[config.mk]
export PLATFORM = sky130hd
export DESIGN_NAME = pcr_top
export DESIGN_NICKNAME = d
export VERILOG_FILES = /design/src/pcr_pkg.sv /design/src/pcr_top.sv
export VERILOG_INCLUDE_DIRS = /design/src
export SDC_FILE = /design/constraint.sdc
export NUM_CORES = 1
export LEC_CHECK = 0
export BUFFER_PORTS_ARGS = -buffer_cell sky130_fd_sc_hd__clkbuf_2
export CORE_ASPECT_RATIO = 0.7
export CORE_MARGIN = 4
export CORE_UTILIZATION = 40
export DETAILED_ROUTE_END_ITERATION = 12
export HOLD_SLACK_MARGIN = 0.15
export PLACE_DENSITY = 0.7
export SLEW_MARGIN = 30
export SYNTH_ARGS = -nofsm -noshare
export SYNTH_HDL_FRONTEND = slang
export SYNTH_SLANG_ARGS = --single-unit
[constraint.sdc]
create_clock -name aclk -period 1.75 [get_ports aclk]
set_input_delay 0.0875 -clock aclk [delete_from_list [all_inputs] [get_ports aclk]]
set_output_delay 0.0875 -clock aclk [all_outputs]
set_load 0.005 [all_outputs]
[src/pcr_regs.svh]
// Register indices, field positions, reset values and timing for the card configuration block.
// Assumes the includer uses byte address = four times the index.
`ifndef PCR_REGS_SVH
`define PCR_REGS_SVH
// Register indices
`define PCR_IDX_CTRL 8'h02
`define PCR_IDX_WAKE 8'h03
`define PCR_IDX_RDATA 8'h04
`define PCR_IDX_STAT 8'h05
`define PCR_IDX_CSN 8'h06
`define PCR_IDX_LSEL 8'h07
`define PCR_IDX_ACT 8'h30
`define PCR_IDX_RCHK 8'h31
// Field positions
`define PCR_CTRL_LDRST 0
`define PCR_CTRL_SLEEP 1
`define PCR_CTRL_CSNRST 2
`define PCR_STAT_RDY 0
`define PCR_ACT_EN 0
`define PCR_RCHK_PAT 0
`define PCR_RCHK_EN 1
// Reset values and fixed data
`define PCR_CSN_RST 8'h00
`define PCR_RBYTE_RST 8'h00
`define PCR_WAKE_ISOL 8'h00
`define PCR_PAT_ONE 16'h0055
`define PCR_PAT_ZERO 16'h00AA
// Bus responses
`define PCR_RESP_OKAY 2'h0
`define PCR_RESP_SLVERR 2'h2
// Timing: cycles to fetch one resource byte
`define PCR_RES_LAT 4
`endif

[src/pcr_pkg.sv]
// Types shared by the card configuration block.
// Assumes nothing of its surroundings.
package pcr_pkg;
	// Gray along sleep, isolation, config
	typedef enum logic [1:0] {
		PCR_SLEEP = 2'h0,
		PCR_ISOL = 2'h1,
		PCR_CONFIG = 2'h3
	} pcr_card_e;
endpackage

[src/pcr_top.sv]
// Card-level plug and play configuration registers behind an AXI4-Lite slave.
// Assumes one clock, synchronous reset, resource bytes supplied by an external store.
//
// The AXI4-Lite register port was chosen for this implementation.
`include "pcr_regs.svh"
`timescale 1ns/10ps
`default_nettype none

module pcr_top
	import pcr_pkg::*;
#(
	parameter int NLD = 4,
	parameter int ADDR_W = 8,
	parameter int PTR_W = 8,
	parameter int RES_LAT = `PCR_RES_LAT,
	localparam int LW = (NLD > 1) ? $clog2(NLD) : 1
) (
	input wire logic aclk,
	input wire logic aresetn,
	input wire logic [ADDR_W-1:0] s_axi_awaddr,
	input wire logic s_axi_awvalid,
	output logic s_axi_awready,
	input wire logic [31:0] s_axi_wdata,
	input wire logic [3:0] s_axi_wstrb,
	input wire logic s_axi_wvalid,
	output logic s_axi_wready,
	output logic [1:0] s_axi_bresp,
	output logic s_axi_bvalid,
	input wire logic s_axi_bready,
	input wire logic [ADDR_W-1:0] s_axi_araddr,
	input wire logic s_axi_arvalid,
	output logic s_axi_arready,
	output logic [31:0] s_axi_rdata,
	output logic [1:0] s_axi_rresp,
	output logic s_axi_rvalid,
	input wire logic s_axi_rready,
	output logic [PTR_W-1:0] res_addr,
	input wire logic [7:0] res_byte,
	input wire logic io_rd_stb,
	input wire logic [LW-1:0] io_dev,
	output logic io_rsp_valid,
	output logic [15:0] io_rsp_data,
	output logic [NLD-1:0] dev_active,
	output logic [1:0] card_state
);

	localparam int CW = $clog2(RES_LAT + 1);

	typedef struct packed {
		pcr_card_e cst;
		logic [7:0] card_select_value;
		logic [LW-1:0] lsel;
		logic [NLD-1:0] act;
		logic [NLD-1:0] rchk;
		logic [NLD-1:0] rpat;
		logic [PTR_W-1:0] rptr;
		logic [CW-1:0] rcnt;
		logic rdy;
		logic [7:0] rbyte;
		logic aw_hold;
		logic [ADDR_W-1:0] awaddr;
		logic w_hold;
		logic [7:0] wdata;
		logic wlane;
		logic awready;
		logic wready;
		logic bvalid;
		logic [1:0] bresp;
		logic arready;
		logic rvalid;
		logic [1:0] rresp;
		logic [31:0] rdata;
		logic iov;
		logic [15:0] iod;
	} pcr_state_s;

	pcr_state_s s_q;
	pcr_state_s s_d;
	logic ar_go;
	logic wr_go;
	logic wr_do;
	logic [8:0] rdec;
	logic [8:0] wdec;
	logic io_chk;

	// Hit flag on top, index below; misaligned or unmapped gives no hit
	function automatic logic [8:0] f_decode(input logic [ADDR_W-1:0] a);
		logic [7:0] idx;
		logic hit;
		idx = 8'(a >> 2);
		hit = (a[1:0] == 2'h0) && ((a >> 2) == ADDR_W'(idx));
		case (idx)
			`PCR_IDX_CTRL, `PCR_IDX_WAKE, `PCR_IDX_RDATA, `PCR_IDX_STAT,
			`PCR_IDX_CSN, `PCR_IDX_LSEL, `PCR_IDX_ACT, `PCR_IDX_RCHK: begin
			end
			default: begin
				hit = 1'b0;
			end
		endcase
		return {hit, idx};
	endfunction

	// Unit index guard, since NLD need not be a power of two
	function automatic logic f_unit_ok(input logic [LW-1:0] u);
		return int'(u) < NLD;
	endfunction

	assign ar_go = s_axi_arvalid && s_q.arready;
	assign rdec = f_decode(s_axi_araddr);
	assign wr_go = s_q.aw_hold && s_q.w_hold && !s_q.bvalid;
	assign wdec = f_decode(s_q.awaddr);
	assign wr_do = wr_go && wdec[8] && s_q.wlane;
	assign io_chk = io_rd_stb && f_unit_ok(io_dev);

	always_comb begin
		s_d = s_q;
		s_d.iov = 1'b0;

		// Resource fetch: byte taken on the last count, address held steady meanwhile
		if (s_q.rcnt != '0) begin
			s_d.rcnt = s_q.rcnt - CW'(1);
			if (s_q.rcnt == CW'(1)) begin
				s_d.rdy = 1'b1;
				s_d.rbyte = res_byte;
			end
		end

		// Read channel
		if (ar_go) begin
			s_d.arready = 1'b0;
			s_d.rvalid = 1'b1;
			s_d.rresp = rdec[8] ? `PCR_RESP_OKAY : `PCR_RESP_SLVERR;
			s_d.rdata = '0;
			if (rdec[8]) begin
				case (rdec[7:0])
					`PCR_IDX_RDATA: begin
						s_d.rdata[7:0] = s_q.rbyte;
						// Read without ready returns stale byte and keeps the pointer
						if (s_q.rdy) begin
							s_d.rptr = s_q.rptr + PTR_W'(1);
							s_d.rdy = 1'b0;
							s_d.rcnt = CW'(RES_LAT);
						end
					end
					`PCR_IDX_STAT: begin
						s_d.rdata[`PCR_STAT_RDY] = s_q.rdy;
					end
					`PCR_IDX_CSN: begin
						s_d.rdata[7:0] = s_q.card_select_value;
					end
					`PCR_IDX_LSEL: begin
						s_d.rdata[LW-1:0] = s_q.lsel;
					end
					`PCR_IDX_ACT: begin
						if (f_unit_ok(s_q.lsel)) begin
							s_d.rdata[`PCR_ACT_EN] = s_q.act[s_q.lsel];
						end
					end
					`PCR_IDX_RCHK: begin
						if (f_unit_ok(s_q.lsel)) begin
							s_d.rdata[`PCR_RCHK_EN] = s_q.rchk[s_q.lsel];
							s_d.rdata[`PCR_RCHK_PAT] = s_q.rpat[s_q.lsel];
						end
					end
					default: begin
						// Control and wake read as zero
						s_d.rdata = '0;
					end
				endcase
			end
		end else if (s_q.rvalid && s_axi_rready) begin
			s_d.rvalid = 1'b0;
			s_d.arready = 1'b1;
		end

		// Write channel: address and data taken in either order
		if (s_axi_awvalid && s_q.awready) begin
			s_d.awready = 1'b0;
			s_d.aw_hold = 1'b1;
			s_d.awaddr = s_axi_awaddr;
		end
		if (s_axi_wvalid && s_q.wready) begin
			s_d.wready = 1'b0;
			s_d.w_hold = 1'b1;
			s_d.wdata = s_axi_wdata[7:0];
			s_d.wlane = s_axi_wstrb[0];
		end
		if (wr_go) begin
			s_d.aw_hold = 1'b0;
			s_d.w_hold = 1'b0;
			s_d.bvalid = 1'b1;
			s_d.bresp = wdec[8] ? `PCR_RESP_OKAY : `PCR_RESP_SLVERR;
		end else if (s_q.bvalid && s_axi_bready) begin
			s_d.bvalid = 1'b0;
			s_d.awready = 1'b1;
			s_d.wready = 1'b1;
		end

		// Write effects come last so a wake beats a same-cycle pop
		if (wr_do) begin
			case (wdec[7:0])
				`PCR_IDX_CTRL: begin
					// Commands act once and store nothing
					if (s_q.wdata[`PCR_CTRL_CSNRST]) begin
						s_d.card_select_value = `PCR_CSN_RST;
					end
					if (s_q.wdata[`PCR_CTRL_LDRST]) begin
						s_d.act = '0;
						s_d.rchk = '0;
						s_d.rpat = '0;
						s_d.lsel = '0;
					end
					if (s_q.wdata[`PCR_CTRL_SLEEP]) begin
						s_d.cst = PCR_SLEEP;
					end
				end
				`PCR_IDX_WAKE: begin
					s_d.rptr = '0;
					s_d.rdy = 1'b0;
					s_d.rcnt = CW'(RES_LAT);
					if (s_q.cst == PCR_SLEEP && s_q.wdata == s_q.card_select_value) begin
						s_d.cst = (s_q.wdata == `PCR_WAKE_ISOL) ? PCR_ISOL : PCR_CONFIG;
					end else if (s_q.cst != PCR_SLEEP && s_q.wdata != s_q.card_select_value) begin
						s_d.cst = PCR_SLEEP;
					end
				end
				`PCR_IDX_CSN: begin
					s_d.card_select_value = s_q.wdata;
				end
				`PCR_IDX_LSEL: begin
					// Out-of-range selection ignored; one unit keeps zero
					if (NLD > 1 && int'(s_q.wdata) < NLD) begin
						s_d.lsel = LW'(s_q.wdata);
					end
				end
				`PCR_IDX_ACT: begin
					if (f_unit_ok(s_q.lsel)) begin
						s_d.act[s_q.lsel] = s_q.wdata[`PCR_ACT_EN];
					end
				end
				`PCR_IDX_RCHK: begin
					if (f_unit_ok(s_q.lsel)) begin
						s_d.rchk[s_q.lsel] = s_q.wdata[`PCR_RCHK_EN];
						s_d.rpat[s_q.lsel] = s_q.wdata[`PCR_RCHK_PAT];
					end
				end
				default: begin
					// Resource data and status are read-only
					s_d.cst = s_d.cst;
				end
			endcase
		end

		// Active units answer through their own logic, not here
		if (io_chk && !s_q.act[io_dev] && s_q.rchk[io_dev]) begin
			s_d.iov = 1'b1;
			s_d.iod = s_q.rpat[io_dev] ? `PCR_PAT_ONE : `PCR_PAT_ZERO;
		end
	end

	always_ff @(posedge aclk) begin
		if (!aresetn) begin
			s_q <= '0;
			s_q.cst <= PCR_SLEEP;
			s_q.card_select_value <= `PCR_CSN_RST;
			s_q.rbyte <= `PCR_RBYTE_RST;
			s_q.rcnt <= CW'(RES_LAT);
			s_q.awready <= 1'b1;
			s_q.wready <= 1'b1;
			s_q.arready <= 1'b1;
		end else begin
			s_q <= s_d;
		end
	end

	assign s_axi_awready = s_q.awready;
	assign s_axi_wready = s_q.wready;
	assign s_axi_bresp = s_q.bresp;
	assign s_axi_bvalid = s_q.bvalid;
	assign s_axi_arready = s_q.arready;
	assign s_axi_rdata = s_q.rdata;
	assign s_axi_rresp = s_q.rresp;
	assign s_axi_rvalid = s_q.rvalid;
	assign res_addr = s_q.rptr;
	assign io_rsp_valid = s_q.iov;
	assign io_rsp_data = s_q.iod;
	assign dev_active = s_q.act;
	assign card_state = s_q.cst;
endmodule

`default_nettype wire

==> results of run 1 <==
-- cells by family after synthesis --
logic type	Yosys count
other cells	1
simple gates	194
buf+inv	111
flops	81
fa+ha+maj	5
mux	16
compound gates	117
xor+xnor	10
-- power by group --
| group | internal [mW] | leakage (nW) | switching, mW |
|---|---|---|---|
| clock network | 1.44 | 0.169 | 0.765 |
| registers | 1.93 | 0.661 | 0.0642 |
| logic | 0.340 | 1.48 | 0.403 |
-- final timing paths --
| kind | start | end | slack (ns) |
|---|---|---|---|
| setup reg to reg | s_q[74] | s_q[115] | -0.05 |
| setup / recovery | s_q[74] | s_q[115] | -0.05 |
| hold / removal | io_dev[1] | io_rsp_valid | 0.17 |
| hold reg to reg | s_axi_rdata[2] | s_axi_rdata[2] | 0.46 |
-- metal layers --
layer | vias to the layer above | wire length (µm) | GRT usage, %
li1 | 2045 | - | -
met1 | 1944 | 5470 | 25.0
met2 | 156 | 5330 | 27.0
met3 | 14 | 888 | 4.94
met4 | 0 | 98 | 4.57
met5 | - | 0 | 0
-- cell type report --
cell class | instances | area (µm²)
clock buffer | 10 | 239
clock inverter | 6 | 115
inverter | 18 | 67.6
tap | 153 | 191
timing repair buffer | 161 | 1160
fill | 1032 | 5220
multi-input combinational | 376 | 2390
sequential | 81 | 1630
-- what timing repair did --
| item | CTS | global route |
|---|---|---|
| gates resized for setup | 1 | 18 |
| setup buffers | 0 | 1 |
| gates cloned | 0 | 0 |
| endpoints found under the setup margin | 3 | 27 |
| hold endpoints to repair | 32 | 0 |
| pin swaps | 0 | 14 |
| hold buffers | 41 | 0 |
-- worst max-delay path: stages, from the launching register on --
cell	delay [ns]
dfxtp_2	0.33
buf_6	0.12
nor4b_4	0.31
buf_4	0.18
o211ai_1	0.08
o31a_1	0.41
a22o_1	0.25
-- placed cells by master, fill, tap and decap left out, types with 5 or more instances in the layout --
| master | synthesis | final |
|---|---|---|
| a21oi_1 | 49 | 49 |
| a22o_1 | 10 | 10 |
| and2_1 | 5 | 5 |
| buf_4 | 68 | 35 |
| clkbuf_16 | 0 | 9 |
| clkbuf_2 | 0 | 80 |
| conb_1 | 1 | 34 |
| dfxtp_1 | 81 | 75 |
| dfxtp_2 | 0 | 6 |
| dlygate4sd3_1 | 0 | 41 |
| ha_1 | 5 | 5 |
| inv_1 | 17 | 17 |
| mux2_2 | 7 | 7 |
| mux2i_1 | 6 | 6 |
| nand2_1 | 71 | 70 |
| nand3_1 | 22 | 22 |
| nand4_1 | 28 | 28 |
| nor2_1 | 17 | 16 |
| nor2b_1 | 5 | 5 |
| nor3_1 | 6 | 5 |
| o211ai_1 | 5 | 5 |
| o21ai_0 | 23 | 22 |
| xnor2_1 | 10 | 10 |
-- state kept, by name, summed over array words and instances, names as in the netlist --
register / flops
s_q: 49
s_axi_awready: 1
res_addr: 8
s_axi_rvalid: 1
s_axi_rdata: 8
dev_active: 4
io_rsp_valid: 1
card_state: 2
s_axi_wready: 1
s_axi_arready: 1
s_axi_bvalid: 1
io_rsp_data: 2
s_axi_rresp: 1
s_axi_bresp: 1
==> qor.csv, run 1 <==
metric,value,unit
RePlAce Congestion,0.911,
final global-route overflow total,0,
initial antenna violation count,0,
Post-DP Area,0.00495,mm²
post-synthesis mux area share,4.57,%
sequential area share after synthesis,35.9,%
CTS Root Cell,clkbuf_16,
unrepaired setup endpoints after global routing,yes,
Final Instance Area,0.00579,mm²
P per Cell Area,854,mW/mm²
Max Transition Viols Final,0,
post-synth top area cell,dfxtp_1,
final WL,11800,µm
Synth Area in Compound Gates,16.5,%
Tot GR Track Use,17.8,%
Hold Crit Depth,3,
Hold Fails Final Rpt,0,
Fmax,555,MHz
Post-synth ARST share,0,%
Finished Layout Cells,805,
vias,4159,
Clock Latency Late Sink,0.34,ns
Yosys reg bits,81,
largest net degree at the start of global routing,35,
CTS tree,done,
Leak,2.31,nW
Post-synth EDFFs,0,
"Distinct cells, synth",65,
"Req. time, crit path",1.98,ns
# diodes,0,
most frequent cells after synthesis,"dfxtp_1, nand2_1, buf_4, a21oi_1, nand4_1",
synth top area cells,"dfxtp_1, buf_4, nand2_1",
CP arrival,2.03,ns
first-pass GRT wire length,19100,µm
Period minus WS final,1.80,ns
chip width,135,µm
Startpoint Class,flop,
Die Span Y,96.9,µm
most common cell in the netlist,dfxtp_1,
r2r worst-path depth,6,
fraction of final layout cells sized beyond drive strength 1,26.7,%
final core occ,52.6,%
largest family of logic cells by synthesized area,simple AND/OR/NAND/NOR gates,
Max-Cap Viols,0,
wire length per cell,14.6,µm
Final nets,722,
vias in the first global route,3928,
dpl cells,747,
die area,0.0131,mm²
I/O Buffers,80,
worst slew pin tran,0.630,ns
Mapped Cells,535,
skew final,0.00768,ns
Yosys warning count,0,
VDD IR-drop max,0.546,mV
prevailing post-synth register cell,dfxtp_1,
H-tree depth,3,
setup slack at placement,0.00874,ns
clock-pin slew on the worst setup and hold paths,0.06,ns
xor-xnor portion of the synthesized cell area,1.94,%
Final setup viols,8,
core area,0.0110,mm²
initial core utilization,41.0,%
worst rel slew slack,57.7,%
drc violations,0,
vias per inst,5.17,
failing checks,setup timing,
worst hold path class,in -> reg,
synthesis-to-layout area growth,28.2,%
mean post-synth cell area,8.44,µm²
area share of the largest cell type after synthesis,35.9,%
final hold slack,0.172,ns
Worst Setup End Kind,flop,
IO Count,142,
worst setup margin,-0.0517,ns
outcome,"complete, but fails checks",
Clock Sink Count,81,
Max Root-Sink Buffers,2,
dpl hpwl,8720,µm
Routed Antenna Nets,0,
Setup CP Type,reg -> reg,
drt first pass iters,5,
CP Max Fanout,8,
Num CTS Buffers,9,
mapped cell area,0.00452,mm²
Tcrit/Tclk final,103,%
DR iter-0 viols,280,
site row count,32,
Tot Pwr,4.94,mW
TNS Setup,-0.333,ns
simple-gate share of the synthesized area,24.6,%
adder-cell share of the synthesized area,1.39,%
Power figures use the tool's default switching activity.
==> run 2: changes to the inputs <==
- CORE_ASPECT_RATIO: 0.7 -> default
==> run 2 against run 1 <==
Against the previous run:
- the flow still finishes with violations (setup timing)
- register-to-register slack gained 0.02 ns
- worst setup slack gained 0.023 ns
- clock skew grew 0.0023 ns
- flip-flop and latch count is the same
- wire length shrank 4.0%
- maximum frequency grew 1.3%
- largest power group is now registers
==> qor.csv, run 2 (same netlist as run 1, synthesis figures left out) <==
metric,value,unit,change
final WL,11300,µm,-4.0%
Leak,2.23,nW,-3.3%
RR Startpoint,s_q[74],,
vias per inst,5.19,,+0.43%
initial core utilization,41.3,%,+0.28 points
Clock Sink Count,81,,unchanged
"delay-heaviest family, CP",compound AO/OA/AOI/OAI gates,,
hold_sp,s_axi_arvalid,,
Setup CP Type,reg -> reg,,
CP Capture Point,s_q[117],,
"Req. time, crit path",1.98,ns,about the same
"most common cell after layout, fill and taps aside",clkbuf_2,,
TNS Setup,-0.178,ns,+0.155 ns
Startpoint Class,flop,,
unrepaired setup endpoints after global routing,yes,,
Hold Fails Final Rpt,0,,unchanged
VDD IR-drop max,0.425,mV,-22%
r2r worst-path depth,6,,unchanged
capturing point of the worst reg2reg path,s_q[117],,
worst slew pin tran,0.583,ns,-0.0465 ns
first-pass GRT wire length,18300,µm,-4.2%
vias in the first global route,3781,,-3.7%
Max Root-Sink Buffers,2,,unchanged
drc violations,0,,unchanged
final hold slack,0.158,ns,-0.0138 ns
Finished Layout Cells,785,,-2.5%
RePlAce Congestion,0.869,,-4.6%
outcome,"complete, but fails checks",,
largest net degree at the start of global routing,28,,-20%
drt first pass iters,5,,unchanged
dpl hpwl,8400,µm,-3.8%
DR iter-0 viols,288,,+2.9%
worst reg-to-reg setup slack,-0.03,ns,+0.02 ns
Clock Latency Late Sink,0.34,ns,about the same
chip width,114,µm,-15%
worst hold path class,in -> reg,,
Routed Antenna Nets,0,,unchanged
wire length per cell,14.4,µm,-1.5%
Hold Crit Depth,3,,unchanged
initial antenna violation count,0,,unchanged
"slowest stage cell, crit path",o31a_1,,
worst path cell trace,"buf_6, nor4b_4, buf_4, o211ai_1, o31a_1, a22o_1",,
"Buf+Inv Stages, Crit Path",2,,unchanged
Crit path depth,6,,unchanged
final global-route overflow total,0,,unchanged
I/O Buffers,80,,unchanged
CP arrival,2.01,ns,-0.02 ns
core area,0.0109,mm²,-0.68%
Final nets,715,,-0.97%
worst setup margin,-0.0291,ns,+0.0226 ns
CTS Root Cell,clkbuf_16,,
die area,0.0131,mm²,-0.20%
H-tree depth,3,,unchanged
synthesis-to-layout area growth,24.7,%,
skew final,0.0100,ns,+0.00234 ns
Final setup viols,8,,unchanged
worst rel slew slack,60.9,%,+3.1 points
Tot GR Track Use,17.2,%,-0.55 points
Fmax,562,MHz,+1.3%
max FFs per register,49,,unchanged
Max Transition Viols Final,0,,unchanged
site row count,38,,+19%
P per Cell Area,827,mW/mm²,-3.1%
clock-pin slew on the worst setup and hold paths,0.06,ns,about the same
fraction of final layout cells sized beyond drive strength 1,25.4,%,-1.3 points
IO Count,142,,unchanged
Period minus WS final,1.78,ns,-0.0226 ns
Tcrit/Tclk final,102,%,-1.3 points
# diodes,0,,unchanged
failing checks,setup timing,,
CP max stage delay,0.40,ns,about the same
CP Max Fanout,8,,unchanged
Worst Setup End Kind,flop,,
Max-Cap Viols,0,,unchanged
dpl cells,728,,-2.5%
Num CTS Buffers,9,,unchanged
Die Span Y,114,µm,+18%
Critical Path Source,s_q[74],,
final core occ,51.5,%,-1.1 points
CTS tree,done,,
most frequent cells in the layout,"clkbuf_2, dfxtp_1, nand2_1",,
Top reg by flops,s_q,,
vias,4073,,-2.1%
FILL cells,1016,,-1.6%
[run 2: worst min path at each step]
| stage | endpoint | slack, ns |
|---|---|---|
| 2_1_floorplan | s_axi_wready | 0.19 |
| 3_3_place_gp | s_axi_wready | 0.30 |
| 6_report | s_axi_arready | 0.16 |
| 5_1_grt | s_axi_rdata[0] | 0.21 |
| 4_1_cts | s_axi_arready | 0.16 |
| 3_5_place_dp | s_axi_wready | 0.31 |
[run 2: timing repair]
action | in CTS | in global routing
resized for setup | 1 | 13
hold buffers | 39 | 0
endpoints found under the setup margin | 9 | 26
pin swaps | 1 | 13
setup buffers | 0 | 2
endpoints found under the hold margin | 31 | 0
[run 2: cell type report]
| cell class | count | area, µm² | area share, % |
|---|---|---|---|
| clock inverter | 5 | 61.3 | 1.09 |
| inverter | 18 | 67.6 | 1.20 |
| clock buffer | 11 | 253 | 4.49 |
| tap | 140 | 175 | 3.11 |
| multi-input combinational | 376 | 2380 | 42.3 |
| timing repair buffer | 154 | 1070 | 19.0 |
| sequential | 81 | 1630 | 28.9 |
[run 2: layer usage]
| metal | vias up | GRT usage [%] | routed length, µm |
|---|---|---|---|
| li1 | 2039 | - | - |
| met3 | 15 | 3.28 | 559 |
| met2 | 108 | 28.6 | 5570 |
| met4 | 0 | 5.78 | 179 |
| met5 | - | 0 | 0 |
| met1 | 1911 | 22.5 | 5000 |
[run 2: metrics by stage]
step / power, mW / setup WS [ns] / instance area (µm²)
final: 4.66 / -0.0291 / 5630
after global routing: 4.88 / -0.0894 / 5630
after CTS: 4.68 / 0.00514 / 5570
after detailed placement: 2.67 / -0.0189 / 4860
after global placement: 2.63 / 0.0625 / 4860
after floorplan: 2.51 / 0.0549 / 4640
[run 2: tightest hold or removal path, cell delays in order]
cell and delay (ns):
clkbuf_2 0.12, and2_1 0.14, o21ai_0 0.09
[run 2: report_power, final]
group	internal (mW)	leakage (nW)	switching, mW
Clock	1.19	0.144	0.751
Sequential	1.93	0.660	0.0718
Combinational	0.327	1.43	0.389
Total	3.45	2.23	1.21
